===== config.mk =====
export PLATFORM = sky130hd
export DESIGN_NAME = cio_port
export DESIGN_NICKNAME = d
export VERILOG_FILES = /design/src/cio_pkg.sv /design/src/cio_port.sv
export VERILOG_INCLUDE_DIRS = /design/src
export SDC_FILE = /design/constraint.sdc
export NUM_CORES = 1
export LEC_CHECK = 0
export BUFFER_PORTS_ARGS = -buffer_cell sky130_fd_sc_hd__buf_2
export CORE_ASPECT_RATIO = 2
export CORE_MARGIN = 10
export CORE_UTILIZATION = 50
export CTS_CLUSTER_DIAMETER = 120
export DETAILED_ROUTE_END_ITERATION = 10
export PLACE_DENSITY = 0.68
export SYNTH_ARGS = -nofsm -noshare
export SYNTH_HDL_FRONTEND = slang
export SYNTH_SLANG_ARGS = --single-unit

===== constraint.sdc =====
create_clock -name i_mclk -period 3.2 [get_ports i_mclk]
set_input_delay 0.64 -clock i_mclk [delete_from_list [all_inputs] [get_ports i_mclk]]
set_output_delay 0.64 -clock i_mclk [all_outputs]
set_load 0.005 [all_outputs]

===== src/cio_map.svh =====
`ifndef CIO_MAP_SVH
`define CIO_MAP_SVH

// command queue depth
`define CIO_FIFO_DEPTH 32

// address widths: full bus and one memory page
`define CIO_ADDR_W 15
`define CIO_PAGE_W 13

// upper status byte field positions
`define CIO_PSW_SENSE 7
`define CIO_PSW_FLAG 6
`define CIO_PSW_INHIBIT 5

// reset value of the stored status bits 6..0
`define CIO_PSW_RST 7'h00

// vector byte bit that selects indirect addressing
`define CIO_VEC_INDIRECT 7

`endif


===== src/cio_pkg.sv =====
`include "cio_map.svh"

package cio_pkg;

  // operations that the sequencer carries out
  typedef enum logic [3:0] {
    CIO_MEM_RD,
    CIO_MEM_WR,
    CIO_RD_CTRL,
    CIO_RD_DATA,
    CIO_WR_CTRL,
    CIO_WR_DATA,
    CIO_RD_EXT,
    CIO_WR_EXT,
    CIO_LOAD_ST,
    CIO_PRESET_ST,
    CIO_CLEAR_ST,
    CIO_RET_EN
  } cio_op_t;

  // one queued command
  typedef struct packed {
    cio_op_t op;
    logic [`CIO_ADDR_W-1:0] addr;
    logic [7:0] data;
  } cio_cmd_t;

  // interrupt branch target
  typedef struct packed {
    logic indirect;
    logic [`CIO_ADDR_W-1:0] addr;
  } cio_vec_t;

  typedef enum {CIO_ST_IDLE, CIO_ST_REQ, CIO_ST_REL} cio_state_t;

  // what the current bus cycle is for
  typedef enum {CIO_PU_CMD, CIO_PU_VEC, CIO_PU_IND0, CIO_PU_IND1} cio_purp_t;

endpackage : cio_pkg


===== src/cio_port.sv =====
// Overview of operation
// RULE_01 - a high reset input puts the block into its reset condition
// RULE_02 - pause input low stops new operations; high resumes them
// RULE_03 - flag pin always follows the flag bit of the status word
// RULE_04 - load, preset, clear of status bits apply in the command's last cycle
// RULE_05 - sense pin feeds the status word sense bit directly
// RULE_06 - one-byte I/O drives the data/control line data or control per command
// RULE_07 - one-byte I/O uses memory sequencing, I/O type, non-extended, no address
// RULE_08 - direction line low for reads, high for writes
// RULE_09 - far side trusts qualifiers only while the request is high
// RULE_10 - memory cycles drive memory type and address bits 13 and 14
// RULE_11 - extended read puts port byte on low address, captures data byte
// RULE_12 - extended write drives the data byte while the port byte is out
// RULE_13 - extended cycles mark extended and hold the port byte all request
// RULE_14 - address tristate input high releases the address outputs
// RULE_15 - data tristate input high releases the data bus drivers
// RULE_16 - a positive write strobe pulse goes out in every write cycle
// RULE_17 - one interrupt level; an 8-bit vector picks one of 128 targets
// RULE_18 - vector indirect bit makes the block fetch the target indirectly
// RULE_19 - accepting an interrupt sets the inhibit bit
// RULE_20 - while inhibit is set the request input is ignored
// RULE_21 - inhibit is set by load/preset, cleared by return-enable or clear
// RULE_22 - request stays high until acknowledge low; next waits for release
// RULE_23 - requester gives the vector on the data bus with the acknowledge
// RULE_24 - an all-zero vector gives a direct call to page zero byte zero
// RULE_25 - requester holds its request low until interrupt acknowledge rises
// RULE_26 - run/wait high while running; qualifiers stable for the request

`timescale 1ns/10ps
`include "cio_map.svh"

// ****************************************************************
// command queue
// ****************************************************************
module cio_fifo #(
  parameter int WIDTH = 8,
  parameter int DEPTH = `CIO_FIFO_DEPTH
) (
  // clock and reset
  input wire logic i_mclk,
  input wire logic i_rst,
  // fill side
  input wire logic i_in_valid,
  input wire logic [WIDTH-1:0] i_in_data,
  output logic o_in_ready,
  // drain side
  output logic o_out_valid,
  output logic [WIDTH-1:0] o_out_data,
  input wire logic i_out_ready
);

  localparam int AW = $clog2(DEPTH);

  if ((DEPTH < 2) || (DEPTH != (1 << AW))) begin : g_depth_chk
    $error("fifo depth must be a power of two, at least 2");
  end

  logic [WIDTH-1:0] mem [DEPTH];
  logic [AW-1:0] wptr;
  logic [AW-1:0] rptr;
  logic [AW:0] count;
  logic [AW:0] next_count;
  logic push;
  logic pop;

  assign push = i_in_valid && o_in_ready;
  assign pop = o_out_valid && i_out_ready;
  assign o_out_data = mem[rptr];

  always_comb begin
    next_count = count;
    if (push && !pop) begin
      next_count = count + (AW+1)'(1);
    end else if (pop && !push) begin
      next_count = count - (AW+1)'(1);
    end
  end

  always_ff @(posedge i_mclk) begin
    if (push) begin
      mem[wptr] <= i_in_data;
    end
  end

  always_ff @(posedge i_mclk) begin
    if (i_rst) begin
      wptr <= '0;
      rptr <= '0;
      count <= '0;
      o_in_ready <= 1'b0;
      o_out_valid <= 1'b0;
    end else begin
      if (push) begin
        wptr <= wptr + AW'(1);
      end
      if (pop) begin
        rptr <= rptr + AW'(1);
      end
      count <= next_count;
      o_in_ready <= (next_count != (AW+1)'(DEPTH));
      o_out_valid <= (next_count != '0);
    end
  end

endmodule : cio_fifo

// ****************************************************************
// processor bus and interrupt port
// ****************************************************************
module cio_port #(
  parameter int FIFO_DEPTH = `CIO_FIFO_DEPTH
) (
  // clock and reset
  input wire logic i_mclk,
  input wire logic i_rst,
  // command side
  input wire logic i_cmd_valid,
  input cio_pkg::cio_cmd_t i_cmd,
  output logic o_cmd_ready,
  // results
  output logic o_rd_valid,
  output logic [7:0] o_rd_data,
  output logic o_vec_valid,
  output cio_pkg::cio_vec_t o_vec,
  output logic [7:0] o_status,
  // control inputs
  input wire logic i_pause_n,
  input wire logic i_irq_request_n,
  input wire logic i_op_acknowledge_n,
  input wire logic i_sense,
  input wire logic i_addr_tristate,
  input wire logic i_data_tristate,
  // data bus
  input wire logic [7:0] i_data_lines,
  output logic [7:0] o_data_lines,
  output logic o_data_oe,
  // address and qualifiers
  output logic [`CIO_PAGE_W-1:0] o_addr_lines_low,
  output logic o_extended_io_qual,
  output logic o_data_control,
  output logic o_addr_oe,
  // cycle control
  output logic o_op_request,
  output logic o_mem_io,
  output logic o_read_write,
  output logic o_write_strobe,
  output logic o_irq_acknowledge,
  output logic o_flag,
  output logic o_run_wait
);

  import cio_pkg::*;

  if (FIFO_DEPTH < 2) begin : g_param_chk
    $error("command queue needs at least 2 entries");
  end

  // ****************************************************************
  // declarations
  // ****************************************************************
  cio_state_t state;
  cio_purp_t purp;
  cio_cmd_t q_cmd;
  logic q_valid;
  logic pop;
  logic irq_take;
  logic [6:0] program_status_word;
  logic [7:0] cap;
  logic [7:0] ind_hi;
  logic [`CIO_ADDR_W-1:0] ind_ptr;
  logic [`CIO_ADDR_W-1:0] target;
  logic drv;
  logic fin;
  logic q_bus;
  logic q_wr;
  logic q_io;
  logic q_ext;
  logic q_dsel;

  // ****************************************************************
  // command queue
  // ****************************************************************
  cio_fifo #(
    .WIDTH($bits(cio_cmd_t)),
    .DEPTH(FIFO_DEPTH)
  ) u_fifo (
    .i_mclk(i_mclk),
    .i_rst(i_rst),
    .i_in_valid(i_cmd_valid),
    .i_in_data(i_cmd),
    .o_in_ready(o_cmd_ready),
    .o_out_valid(q_valid),
    .o_out_data(q_cmd),
    .i_out_ready(pop)
  );

  // ****************************************************************
  // decode and start conditions
  // ****************************************************************
  assign q_bus = (q_cmd.op inside {CIO_MEM_RD, CIO_MEM_WR, CIO_RD_CTRL,
    CIO_RD_DATA, CIO_WR_CTRL, CIO_WR_DATA, CIO_RD_EXT, CIO_WR_EXT});
  assign q_wr = (q_cmd.op inside {CIO_MEM_WR, CIO_WR_CTRL, CIO_WR_DATA,
    CIO_WR_EXT});
  assign q_io = q_bus && !(q_cmd.op inside {CIO_MEM_RD, CIO_MEM_WR});
  assign q_ext = (q_cmd.op inside {CIO_RD_EXT, CIO_WR_EXT});
  assign q_dsel = (q_cmd.op inside {CIO_RD_DATA, CIO_WR_DATA});

  // interrupt taken between commands only, never while inhibited
  assign irq_take = (state == CIO_ST_IDLE) && i_pause_n && !i_irq_request_n
    && !program_status_word[`CIO_PSW_INHIBIT]; // [RULE_20] [RULE_25]
  assign pop = (state == CIO_ST_IDLE) && q_valid && i_pause_n
    && !irq_take; // [RULE_02]

  // relative vector: signed 7-bit offset, wraps within page zero
  assign target = {2'b00, {6{cap[6]}}, cap[6:0]}; // [RULE_17] [RULE_24]
  assign fin = (state == CIO_ST_REL) && i_op_acknowledge_n;

  // ****************************************************************
  // bus cycle sequencer
  // ****************************************************************
  always_ff @(posedge i_mclk) begin
    if (i_rst) begin // [RULE_01]
      state <= CIO_ST_IDLE;
      purp <= CIO_PU_CMD;
      o_op_request <= 1'b0;
      o_mem_io <= 1'b1;
      o_read_write <= 1'b0;
      o_addr_lines_low <= '0;
      o_extended_io_qual <= 1'b0;
      o_data_control <= 1'b0;
      o_data_lines <= 8'h00;
      o_write_strobe <= 1'b0;
      o_irq_acknowledge <= 1'b0;
      drv <= 1'b0;
      cap <= 8'h00;
      ind_hi <= 8'h00;
      ind_ptr <= '0;
    end else begin
      o_write_strobe <= 1'b0; // [RULE_16]
      case (state)
        CIO_ST_IDLE: begin
          if (irq_take) begin
            // vector fetch: I/O read qualified by acknowledge
            purp <= CIO_PU_VEC;
            o_op_request <= 1'b1;
            o_irq_acknowledge <= 1'b1; // [RULE_17]
            o_mem_io <= 1'b0;
            o_read_write <= 1'b0;
            o_addr_lines_low <= '0;
            o_extended_io_qual <= 1'b0;
            o_data_control <= 1'b0;
            state <= CIO_ST_REQ;
          end else if (pop && q_bus) begin
            purp <= CIO_PU_CMD;
            o_op_request <= 1'b1;
            o_mem_io <= !q_io; // [RULE_07] [RULE_10]
            o_read_write <= q_wr; // [RULE_08]
            o_data_lines <= q_cmd.data; // [RULE_12]
            drv <= q_wr;
            o_write_strobe <= q_wr; // [RULE_16]
            if (q_ext) begin
              o_addr_lines_low <= {5'h00, q_cmd.addr[7:0]}; // [RULE_11] [RULE_13]
              o_extended_io_qual <= 1'b1; // [RULE_13]
              o_data_control <= 1'b0;
            end else if (q_io) begin
              o_addr_lines_low <= '0; // [RULE_07]
              o_extended_io_qual <= 1'b0; // [RULE_07]
              o_data_control <= q_dsel; // [RULE_06]
            end else begin
              o_addr_lines_low <= q_cmd.addr[`CIO_PAGE_W-1:0]; // [RULE_10]
              o_extended_io_qual <= q_cmd.addr[13]; // [RULE_10]
              o_data_control <= q_cmd.addr[14]; // [RULE_10]
            end
            state <= CIO_ST_REQ;
          end
        end
        CIO_ST_REQ: begin
          // qualifiers are left untouched until release
          if (!i_op_acknowledge_n) begin // [RULE_22] [RULE_26] [RULE_09]
            o_op_request <= 1'b0;
            drv <= 1'b0;
            cap <= i_data_lines; // [RULE_11] [RULE_23]
            state <= CIO_ST_REL;
          end
        end
        CIO_ST_REL: begin
          if (i_op_acknowledge_n) begin // [RULE_22]
            o_irq_acknowledge <= 1'b0;
            state <= CIO_ST_IDLE;
            case (purp)
              CIO_PU_VEC: begin
                if (cap[`CIO_VEC_INDIRECT]) begin // [RULE_18]
                  ind_ptr <= target;
                  purp <= CIO_PU_IND0;
                  o_op_request <= 1'b1;
                  o_mem_io <= 1'b1;
                  o_read_write <= 1'b0;
                  o_addr_lines_low <= target[`CIO_PAGE_W-1:0];
                  o_extended_io_qual <= target[13];
                  o_data_control <= target[14];
                  state <= CIO_ST_REQ;
                end
              end
              CIO_PU_IND0: begin
                // second pointer byte follows the first
                ind_hi <= cap;
                ind_ptr <= ind_ptr + `CIO_ADDR_W'(1);
                purp <= CIO_PU_IND1;
                o_op_request <= 1'b1;
                o_addr_lines_low <= ind_ptr[`CIO_PAGE_W-1:0] + `CIO_PAGE_W'(1);
                {o_data_control, o_extended_io_qual} <=
                  2'((ind_ptr + `CIO_ADDR_W'(1)) >> `CIO_PAGE_W);
                state <= CIO_ST_REQ; // [RULE_18]
              end
              default: begin
                purp <= CIO_PU_CMD;
              end
            endcase
          end
        end
        default: begin
          state <= CIO_ST_IDLE;
        end
      endcase
    end
  end

  // ****************************************************************
  // upper status byte
  // ****************************************************************
  always_ff @(posedge i_mclk) begin
    if (i_rst) begin // [RULE_01]
      program_status_word <= `CIO_PSW_RST;
    end else if (irq_take) begin
      program_status_word[`CIO_PSW_INHIBIT] <= 1'b1; // [RULE_19]
    end else if (pop) begin
      // status commands complete in the cycle they are taken
      case (q_cmd.op)
        CIO_LOAD_ST: program_status_word <= q_cmd.data[6:0]; // [RULE_04] [RULE_21]
        CIO_PRESET_ST: program_status_word <= program_status_word | q_cmd.data[6:0]; // [RULE_04] [RULE_21]
        CIO_CLEAR_ST: program_status_word <= program_status_word & ~q_cmd.data[6:0]; // [RULE_04] [RULE_21]
        CIO_RET_EN: program_status_word[`CIO_PSW_INHIBIT] <= 1'b0; // [RULE_21]
        default: program_status_word <= program_status_word;
      endcase
    end
  end

  // ****************************************************************
  // pin enables and indicators
  // ****************************************************************
  always_ff @(posedge i_mclk) begin
    if (i_rst) begin // [RULE_01]
      o_addr_oe <= 1'b0;
      o_data_oe <= 1'b0;
      o_flag <= 1'b0;
      o_status <= 8'h00;
      o_run_wait <= 1'b0;
    end else begin
      o_addr_oe <= !i_addr_tristate; // [RULE_14]
      o_data_oe <= drv && !i_data_tristate; // [RULE_15] [RULE_12]
      o_flag <= program_status_word[`CIO_PSW_FLAG]; // [RULE_03]
      o_status <= {i_sense, program_status_word}; // [RULE_05]
      o_run_wait <= i_pause_n; // [RULE_26] [RULE_02]
    end
  end

  // ****************************************************************
  // results
  // ****************************************************************
  always_ff @(posedge i_mclk) begin
    if (i_rst) begin // [RULE_01]
      o_rd_valid <= 1'b0;
      o_rd_data <= 8'h00;
      o_vec_valid <= 1'b0;
      o_vec <= '0;
    end else begin
      o_rd_valid <= fin && (purp == CIO_PU_CMD) && !o_read_write; // [RULE_11]
      o_rd_data <= cap;
      o_vec_valid <= fin && (((purp == CIO_PU_VEC) && !cap[`CIO_VEC_INDIRECT])
        || (purp == CIO_PU_IND1)); // [RULE_17] [RULE_24]
      if (purp == CIO_PU_IND1) begin
        o_vec <= {1'b1, ind_hi[6:0], cap}; // [RULE_18]
      end else begin
        o_vec <= {1'b0, target}; // [RULE_24]
      end
    end
  end

endmodule : cio_port


Yosys cells after proc, flatten, opt, wreduce, memory -nomap -nowiden
Memories as Yosys holds them, arrays and structs flattened. A register that Yosys moved wholly into a read port is not among the register bits.
Cells that the tools add are included.
{"block": "totals", "reg_bits": 186, "ramBits": 864, "input_bits": 44, "output_inout_bits": 67, "wordCells": 212, "n_memories": 1}
{"name": "u_fifo.mem", "words": 32, "word_bits": 27, "rd": 1, "rd_clocked_by_memory_dff": 1, "wr": 1, "line_no": "cio_port.sv:58", "source": "logic [WIDTH-1:0] mem [DEPTH];"}
{"block": "classes", "add_sub_neg": 6, "n_eq_ne": 30, "n_mux": 72, "bitwise": 8, "reduce_logical": 62}
{"op": "two-way mux 32 bit", "n": 8}
{"op": "one-hot mux 32 bit (2 select lines)", "n": 2}
{"op": "equality test 32 x 2 -> 1 bit, second input constant", "n": 3}
{"op": "logical NOT 32 bit", "n": 3}
{"op": "one-hot mux 32 bit (3 select lines)", "n": 1}
{"op": "two-way mux 13 bit", "n": 6}
{"op": "equality test 32 x 1 -> 1 bit, second input constant", "n": 2}
{"op": "equality test 32 x 3 -> 1 bit, second input constant", "n": 2}
{"op": "one-hot mux 13 bit (2 select lines)", "n": 2}
{"op": "two-way mux 1 bit", "n": 31}
{"op": "one-hot mux 15 bit (2 select lines)", "n": 1}
{"op": "one-hot mux 1 bit (2 select lines)", "n": 10}
{"op": "logical AND 1 bit", "n": 18}
{"op": "two-way mux 6 bit", "n": 3}
{"op": "equality test 4 x 3 -> 1 bit, second input constant", "n": 4}
{"op": "equality test 4 bit, second input constant", "n": 4}
{"op": "two-way mux 16 bit", "n": 1}
{"op": "!= test 2 bit, second input constant", "n": 8}
{"op": "adder 15 x 1 -> 15 bit, second input constant", "n": 1}
{"op": "two-way mux 15 bit", "n": 1}
{"op": "one-hot mux 5 bit (3 select lines)", "n": 1}
{"op": "AND reduction 3 bit", "n": 5}
{"op": "nonzero test 2 bit", "n": 7}
{"op": "adder 13 x 1 -> 13 bit, second input constant", "n": 1}
{"op": "other kinds (28)", "n": 53}

Logic depth before layout (Yosys ltp)
Gate-level depths: netlist of run 1.
{"block": "depth", "word_depth": 11, "depth_mapped": 13, "ltp_nobuf": 9}

By module
A second synthesis of run 1 with hierarchy kept.
{"block": "unflattened", "cells_unflattened": 2133, "hier_area_um2": 38844.8}
{"mod": "cio_fifo", "instances": 1, "cells_per_inst": 1632, "area_each_um2": 34257.9, "seq_area_each_um2": 26405.3}
{"mod": "cio_port", "instances": 1, "cells_per_inst": 501, "area_each_um2": 4586.9, "seq_area_each_um2": 2001.9}

Worst setup path after synthesis of run 1
Ideal clock, no wire load.
{"block": "synth_path", "path_type": "input to register", "startpoint": "in i_cmd_valid", "endpoint": "mem u_fifo.mem[15][0] (netlist bit) (enable)", "setup_ps": 412, "arrival_ps": 2483, "t_required_ps": 2788, "path_slack_ps": 305, "path_stages": 4, "n_path_buf": 1, "path_cell_list": "and2_1 -> clkbuf_1 -> nand2_1 -> nor2_1"}
{"block": "synth_between", "elab_chain_len": 3}
{"element": "start: declaration", "line_no": "cio_port.sv:117", "source": "input wire logic i_cmd_valid,"}
{"element": "logical AND 1 bit", "line_no": "cio_port.sv:66", "source": "assign push = i_in_valid && o_in_ready;"}
{"element": "two-way mux 1 bit", "line_no": "cio_port.sv:80", "source": "if (push) begin"}
{"element": "two-way mux 1 bit (not written as such)", "line_no": "cio_port.sv:81", "source": "mem[wptr] <= i_in_data;"}
{"element": "end: declaration", "line_no": "cio_port.sv:58"}
No other way between the ends.

==> metrics.csv, run 1 <==
stage,metric,value,unit
worst_hold_path,min_path_type,primary input to flop,
logic_synthesis,syn-mean-instance-area,19.2,µm²
logic_synthesis,syn_inst,2005,
timing,holdWs,0.141,ns
floorplanning,die_y,412,µm
clock_network,clockBufferDepth,3,
power_and_ir_drop,leakage,13.7,nW
timing,hold_violations,0,
drt,vias,20200,
power_and_ir_drop,power_density,602,nW/µm²
clock_network,cts_tree,yes,
drt,wl,100,mm
worst_setup_path,path_class,flop to flop,
clock_network,cts_made_buffers,80,
global_routing,gr-usage-all-layers,22.5,%
worst_setup_path,rrSetupSlack,0.24,ns
floorplanning,rows,143,
worst_setup_path,cp-end-kind,flop,
logic_synthesis,syn-num-nets,2061,
timing,fmax,338,MHz
logic_synthesis,synth_area,38400,µm²
logic_synthesis,synthTopCellsByArea,"edfxtp_1 (68%), mux4_2 (13%), dfxtp_1 (6.4%)",
worst_setup_path,r2r-end,o_extended_io_qual$_SDFFE_PP0P_,
timing,finalCriticalPeriod,2.96,ns
global_routing,grt_pass1_vias,20900,
floorplanning,ios,111,
timing,slew_violations,0,
logic_synthesis,synth_top_area_share,67.5,%
floorplanning,start_util,50.5,%
clock_network,cts_sinks,987,
timing,grt_setup_unrepaired,no,
worst_hold_path,hold_start,i_addr_tristate,
worst_hold_path,whs_path_depth,2,
clock_network,path_clk_slew,0.07,ns
global_routing,grt_pass1_wl,145,mm
power_and_ir_drop,peakVddDrop,0.423,mV
drt,ant_nets,0,
timing,fin_crit_sh,92.6,%
cells_and_area,mostFrequentLayoutCells,"edfxtp_1 (864), mux4_2 (230), dfxtp_1 (118), buf_2 (109), buf_4 (101)",
clock_network,clock_latency,0.65,ns
timing,skew,0.0188,ns
global_routing,grt_max_degree,110,
timing,relSlewSlack,53.8,%
timing,fin_setup_tns,0,ns
clock_network,h-tree-depth,3,
clock_network,ctsHoldBuffers,0,
floorplanning,core_area,76000,µm²
floorplanning,die_x,216,µm
drt,drt_iter0_drc,2291,
clock_network,cts_resized,0,
logic_synthesis,async_flop_share,0,%
worst_setup_path,crit_fanout,8,
logic_synthesis,synth_top_area_cell,edfxtp_1,
logic_synthesis,ys_seq_elements,987,
place,placement.io_buffers,110,
job,maxCapViolations,0,
drt,wl_per_cell,30.4,µm
drt,post_drt_via_cell_ratio,6.15,
timing,worst_pin_slew,0.689,ns
logic_synthesis,synth_edf_count,864,
place,post-dp-hpwl,61.0,mm
logic_synthesis,synth_ff_type,edfxtp_1,
timing,finalSetupViolations,0,
worst_setup_path,critPathLaunchType,flop,
clock_network,postCtsSetupRepairBufs,0,
clock_network,cts_root_buf,clkbuf_16,
worst_setup_path,required,3.76,ns
cells_and_area,final_common_cell,edfxtp_1,
floorplanning,die_area,89000,µm²
status,status,"finished, final reports clean",
logic_synthesis,yosysWarnings,0,
logic_synthesis,synth.distinct_cells,65,
worst_hold_path,hold_end,o_addr_oe$_SDFF_PP0_,
cells_and_area,fillers,5520,
global_routing,overflow,0,
cells_and_area,area_growth,14.1,%
cells_and_area,nets,2266,
place,place_congestion,0.878,
worst_setup_path,reg2regPathDepth,8,
worst_setup_path,arrival,3.52,ns
drt,first_pass_iters,5,
global_routing,antenna_found_initial,6,
logic_synthesis,ys_seq_area_share,73.9,%
drt,drc,0,
cells_and_area,drive_gt1_share,28.4,%
## registers in the layout, summed over array words and instances (netlist names), 7 cells and up, named ones only
register and flops:
program_status_word 7, u_fifo.mem 864, o_addr_lines_low 13, ind_hi 7, ind_ptr 15, o_status 8, o_data_lines 8, o_rd_data 8
o_vec 9, cap 8
## layout make-up
class                   instances  area, µm²  area share (%)
flip-flops and latches        987      28400            64.9
multi-input cells             891       9610            21.9
clock buffers                 101       2190            5.01
repair buffers                235       1800            4.12
well taps                    1015       1270            2.90
clock inverters                46        458            1.05
inverters                      15       56.3           0.129
diodes                          2       5.00          0.0114
## critical path: stages, from the launching register on
cell and delay, ns:
dfxtp_2 0.50, and2_1 0.44, a22oi_1 0.18, nand3_1 0.12
o21ai_0 0.17, a211oi_2 0.48, a21o_1 0.53, nand3_1 0.19
a311oi_1 0.25
## worst max-delay path by stage
stage,start,slack (ns),to
2_1_floorplan,i_cmd_valid,0.30,u_fifo.mem[15][0]$_DFFE_PP_
3_3_place_gp,flop,0.30,o_addr_lines_low[9]$_SDFFE_PP0P_
3_5_place_dp,flop,0.26,o_extended_io_qual$_SDFFE_PP0P_
4_1_cts,flop,0.25,o_extended_io_qual$_SDFFE_PP0P_
5_1_grt,flop,0.06,o_addr_lines_low[1]$_SDFFE_PP0P_
6_report,flop,0.24,o_extended_io_qual$_SDFFE_PP0P_
## per-layer routing
layer | vias up | routed length (µm) | GRT usage, %
met5 | - | 39 | 0
met4 | 6 | 4750 | 10.9
met3 | 225 | 6850 | 3.84
met2 | 858 | 53900 | 40.4
met1 | 10700 | 34700 | 25.4
li1 | 8476 | - | -
## Yosys cell counts (7+ instances only)
library cell,n
mux4_2,230
a221o_1,7
ha_1,12
nor3_1,13
edfxtp_1,864
a21o_1,7
a22oi_1,17
nand2_1,97
nand2b_1,11
buf_4,21
nor2b_1,28
nor2_1,108
clkbuf_1,37
a311oi_1,8
nand3_1,21
a31oi_1,7
inv_1,14
buf_2,31
dfxtp_1,123
buf_1,16
nand4_1,9
a21oi_1,65
nor3b_1,13
xor2_1,13
mux2i_1,71
and2_1,9
o21ai_0,36
xnor2_1,13
mux2_2,13
a211oi_1,15
## cells by family (layout without fill, tap and decap cells)
kind of cell,Yosys count,count (layout),synth area share [%]
buffers and inverters,127,397,1.69
other,0,2,0
AO/OA/AOI/OAI,194,194,3.30
multiplexers,315,315,15.8
flip-flops,987,987,73.9
XOR/XNOR,26,26,0.593
adder cells (fa/ha/maj),13,13,0.417
AND/OR/NAND/NOR,343,343,4.27
## metrics by stage
stage	util (%)	cell area (µm²)	worst slack (ns)	std cells	total power (W)
final	57.6	43800	0.238	3292	0.0264
after global routing	57.6	43800	0.0582	3290	0.0272
after CTS	57.6	43800	0.247	3290	0.0266
after detailed placement	54.1	41200	0.262	3143	0.0167
after global placement	54.1	41200	0.305	3143	0.0166
after floorplan	-	38400	0.305	2005	0.0159
## where the power goes
group          total (W)  switching (W)  internal, W
registers         0.0142       0.000115       0.0141
logic            0.00217        0.00117      0.00100
clock network    0.00999        0.00452      0.00547
total             0.0264        0.00581       0.0206
(Power assumes the default switching activity.)
==> inputs of run 2 (changes only) <==
- REMOVE_ABC_BUFFERS: not set -> 1
==> run 2 against run 1 <==
Net effect: clock skew increased by 0.0091 ns; core utilization is essentially flat; first-iteration DRC count fell by 8.2%; power about the same; sequential cell count unchanged; die area is the same; largest cell class unchanged.
==> metrics.csv, run 2 (synthesized netlist as in run 1, its figures left out) <==
stage,metric,value,unit
status,status,"finished, final reports clean",
cells_and_area,antenna_cells,0,
cells_and_area,fillers,5505,
cells_and_area,nets,2255,
clock_network,cts_made_buffers,80,
clock_network,cts_tree,yes,
cells_and_area,final_cells,3278,
worst_setup_path,arrival,3.52,ns
cells_and_area,top_regs,"u_fifo.mem (864), ind_ptr (15), o_addr_lines_low (13)",
worst_setup_path,cp-end-kind,flop,
power_and_ir_drop,power.total,0.0264,W
clock_network,cts_sinks,987,
timing,finalCriticalPeriod,3.04,ns
place,post-dp-hpwl,58.4,mm
global_routing,overflow,0,
floorplanning,start_util,50.5,%
cells_and_area,area_growth,14.0,%
global_routing,grt_max_degree,79,
clock_network,postCtsSetupRepairBufs,0,
timing,slew_violations,0,
timing,fmax,329,MHz
global_routing,grt_pass1_vias,20900,
floorplanning,die_y,412,µm
place,place_inst,3132,
drt,drc,0,
clock_network,h-tree-depth,3,
worst_hold_path,min_path_type,primary input to flop,
clock_network,clockBufferDepth,3,
worst_setup_path,crit_fanout,41,
floorplanning,die_x,216,µm
global_routing,grt_pass1_wl,142,mm
timing,worst_pin_slew,0.908,ns
clock_network,cts_root_buf,clkbuf_16,
global_routing,gr-usage-all-layers,21.8,%
place,place_congestion,0.925,
floorplanning,die_area,89000,µm²
timing,finalSetupViolations,0,
power_and_ir_drop,leakage,13.6,nW
power_and_ir_drop,power_density,602,nW/µm²
clock_network,path_clk_slew,0.07,ns
drt,ant_nets,0,
floorplanning,rows,143,
timing,skew,0.0279,ns
timing,grt_setup_unrepaired,no,
worst_setup_path,required,3.68,ns
cells_and_area,mostFrequentLayoutCells,"edfxtp_1 (864), mux4_2 (230), dfxtp_1 (118), buf_2 (109), nand2_1 (97)",
drt,post_drt_via_cell_ratio,6.16,
timing,fin_crit_sh,95.1,%
power_and_ir_drop,peakVddDrop,0.383,mV
worst_setup_path,rrSetupSlack,0.16,ns
drt,wl,97.1,mm
drt,wl_per_cell,29.6,µm
timing,hold_violations,0,
cells_and_area,top_register,u_fifo.mem,
worst_setup_path,path_class,flop to flop,
cells_and_area,final_common_cell,edfxtp_1,
drt,first_pass_iters,5,
drt,drt_iter0_drc,2104,
floorplanning,core_area,76000,µm²
worst_setup_path,critPathLaunchType,flop,
cells_and_area,largest_register_ffs,864,
clock_network,clock_latency,0.66,ns
floorplanning,ios,111,
place,placement.io_buffers,110,
job,maxCapViolations,0,
global_routing,antenna_found_initial,4,
timing,relSlewSlack,39.5,%
drt,vias,20200,
cells_and_area,drive_gt1_share,28.1,%
## run 2: cell count changes in the layout (fill, tap and decap cells not counted), moves of 4 or more
cell	delta
clkbuf_1	+5
clkinv_2	+6
clkinvlp_4	-4
clkinv_1	-7
buf_4	-16
## run 2: worst paths after layout
check | startpoint | to | cells past startpoint
setup / recovery | flop | o_addr_lines_low[2]$_SDFFE_PP0P_ | 9
hold / removal | i_addr_tristate | o_addr_oe$_SDFF_PP0_ | 2
setup reg to reg | flop | o_addr_lines_low[2]$_SDFFE_PP0P_ | 9
hold reg to reg | ind_hi[1]$_SDFFE_PP0P_ | ind_hi[1]$_SDFFE_PP0P_ | 2
## run 2: final cells by class
class	count	area (µm²)	share of cell area [%]
clock buffers	103	2170	4.96
well taps	1015	1270	2.90
multi-input cells	891	9620	22.0
inverters	15	56.3	0.129
flip-flops and latches	987	28400	64.9
repair buffers	224	1800	4.11
clock inverters	43	460	1.05
## run 2: power breakdown
group | internal (W) | switching, W | total (W)
clock network | 0.00555 | 0.00444 | 0.00999
registers | 0.0141 | 0.000108 | 0.0142
logic | 0.00100 | 0.00116 | 0.00216
total | 0.0207 | 0.00571 | 0.0264
## run 2: per-layer routing
layer  vias up  part of all wire (%)  track usage (%)
met5         -                 0.035                0
met4         6                   4.2             9.69
met3       221                   6.0             3.70
met2       852                    54             39.1
met1     10600                    36             25.3
li1       8466                     -                -
## run 2: repair_timing
action / in CTS / in global routing
gates resized for setup: 0 / 5
endpoints found under the setup margin: 0 / 1
hold buffers: 0 / 0
## run 2: through the flow
stage | hold WS, ns | area, µm² | TNS [ns] | setup slack, ns | utilization, %
final | 0.139 | 43800 | 0 | 0.157 | 57.6
after global routing | 0.129 | 43800 | 0 | 0.0268 | 57.6
after CTS | 0.101 | 43800 | 0 | 0.0773 | 57.6
after detailed placement | 0.452 | 41100 | 0 | 0.121 | 54.1
after global placement | 0.437 | 41100 | 0 | 0.164 | 54.1
after floorplan | 0.426 | 37800 | -264.91 | -7.17 | -
## run 2: worst max-delay path, cell delays in order, from the launching register on
cell      delay [ns]
dfxtp_4         0.45
buf_4           0.22
buf_4           0.53
mux4_2          0.42
mux4_2          0.50
mux2i_1         0.24
buf_4           0.19
nor2_1          0.04
o21ai_0         0.11
a311oi_1        0.12
==> inputs of run 3 (changes only) <==
- CORE_UTILIZATION: 50 -> 45
- PLACE_DENSITY: 0.68 -> 0.63
==> run 3 against run 2 <==
Net effect: first-iteration DRC count down 20%; core utilization decreased by 5.7 points; sequential cell count is the same; global-route usage is 1.7 points lower; power hardly changed; clock-buffer cell count down 2; clock skew is 0.010 ns lower; worst setup slack gained 0.022 ns; clock power about the same; combinational power about the same; critical path type unchanged; highest routed layer unchanged.
==> metrics.csv, run 3 (synthesized netlist as in run 1, its figures left out) <==
stage,metric,value,unit
status,status,"finished, final reports clean",
drt,ant_nets,0,
cells_and_area,drive_gt1_share,28.5,%
clock_network,clock_latency,0.67,ns
cells_and_area,area_growth,14.4,%
clock_network,path_clk_slew,0.07,ns
timing,slew_violations,0,
global_routing,overflow,0,
worst_hold_path,hold_start,i_addr_tristate,
worst_hold_path,min_path_type,primary input to flop,
power_and_ir_drop,peakVddDrop,0.346,mV
cells_and_area,final_common_cell,edfxtp_1,
floorplanning,start_util,45.4,%
job,maxCapViolations,0,
global_routing,grt_pass1_wl,142,mm
drt,vias,19900,
power_and_ir_drop,power.total,0.0264,W
floorplanning,die_area,98200,µm²
clock_network,clockBufferDepth,3,
power_and_ir_drop,power_density,601,nW/µm²
cells_and_area,mostFrequentLayoutCells,"edfxtp_1 (864), mux4_2 (230), dfxtp_1 (118), buf_2 (109), nand2_1 (97)",
worst_setup_path,cp-end-kind,flop,
timing,skew,0.0178,ns
global_routing,antenna_found_initial,8,
clock_network,cts_made_buffers,82,
floorplanning,core_area,84600,µm²
clock_network,h-tree-depth,3,
floorplanning,die_y,433,µm
worst_setup_path,arrival,3.55,ns
cells_and_area,top_register,u_fifo.mem,
worst_setup_path,critPathLaunchType,flop,
timing,fin_crit_sh,94.4,%
power_and_ir_drop,leakage,13.7,nW
clock_network,cts_sinks,987,
floorplanning,ios,111,
place,post-place-ws,0.108,ns
global_routing,grt_pass1_vias,21100,
timing,hold_violations,0,
cells_and_area,utilization,51.9,%
timing,grt_setup_unrepaired,no,
worst_setup_path,rrSetupSlack,0.18,ns
drt,drt_iter0_drc,1676,
drt,drc,0,
drt,post_drt_via_cell_ratio,5.93,
timing,fmax,331,MHz
timing,fin_setup_tns,0,ns
place,post-dp-hpwl,60.9,mm
cells_and_area,nets,2265,
timing,finalCriticalPeriod,3.02,ns
drt,first_pass_iters,5,
timing,worst_pin_slew,0.777,ns
worst_setup_path,required,3.73,ns
global_routing,grt_max_degree,110,
drt,wl,97.7,mm
worst_setup_path,crit_fanout,21,
timing,layout_setup_ws,0.179,ns
cells_and_area,largest_register_ffs,864,
clock_network,cts_root_buf,clkbuf_16,
timing,relSlewSlack,48.0,%
worst_setup_path,path_class,flop to flop,
timing,finalSetupViolations,0,
global_routing,gr-usage-all-layers,20.1,%
floorplanning,rows,151,
place,placement.io_buffers,110,
place,place_congestion,0.833,
clock_network,cts_tree,yes,
floorplanning,die_x,227,µm
cells_and_area,fillers,6592,
drt,wl_per_cell,29.2,µm
clock_network,ctsHoldBuffers,0,
cells_and_area,top_regs,"u_fifo.mem (864), ind_ptr (15), o_addr_lines_low (13)",
==> run 3: cell types whose count changed in the layout (fill, tap and decap cells not counted), moves of 3 or more <==
cell and change:
clkinvlp_4 +4, clkbuf_8 -4, clkbuf_16 +3, buf_12 +5, clkinv_4 +4, buf_4 +5
==> run 3: report_power, final <==
part | total, W | leakage [nW] | internal, W | switching, W
combinational | 0.00214 | 3.62 | 0.000997 | 0.00115
clock | 0.0100 | 1.27 | 0.00546 | 0.00457
sequential | 0.0142 | 8.77 | 0.0141 | 0.000103
total | 0.0264 | 13.7 | 0.0206 | 0.00582
==> run 3: critical path, stage by stage, from the launching register on <==
cell and delay (ns):
dfxtp_4 0.53, buf_4 0.46, mux4_2 0.57, mux4_2 0.48, mux2i_1 0.38, buf_4 0.22
nor2_1 0.04, o21ai_0 0.09, a211oi_1 0.09
==> run 3: timing repair <==
action / 4_1_cts / 5_1_grt
setup endpoints to repair: 0 / 2
gates resized for setup: 0 / 1
endpoints found under the hold margin: 0 / 0
buffers inserted: 0 / 0
==> run 3: final cells by class <==
cell class              instances  area [µm²]  area share, %
clock inverters                49         453           1.03
multi-input cells             891        9610           21.9
diodes                          1        2.50        0.00569
well taps                    1071        1340           3.05
clock buffers                 101        2190           4.98
repair buffers                232        1880           4.28
flip-flops and latches        987       28400           64.7
inverters                      15        56.3          0.128
==> run 3: worst paths after layout <==
kind | to | cells after the start
max reg2reg | o_addr_lines_low[4]$_SDFFE_PP0P_ | 8
max | o_addr_lines_low[4]$_SDFFE_PP0P_ | 8
min | o_addr_oe$_SDFF_PP0_ | 2
min reg2reg | o_vec[10]$_SDFF_PP0_ | 2
==> run 3: through the flow <==
step           instance area (µm²)  hold WS, ns  std cells
2_1_floorplan                37800        0.426       1893
3_5_place_dp                 41300        0.455       3196
3_3_place_gp                 41300        0.435       3196
4_1_cts                      43900       0.0961       3346
5_1_grt                      43900        0.110       3346
6_report                     44000        0.125       3347
==> run 3: layer usage <==
layer	wire [µm]	part of all wire, %	track usage [%]
met1	34300	35	22.0
met4	4080	4.2	8.56
met3	5430	5.6	3.55
met2	53900	55	37.3
met5	58	0.059	0
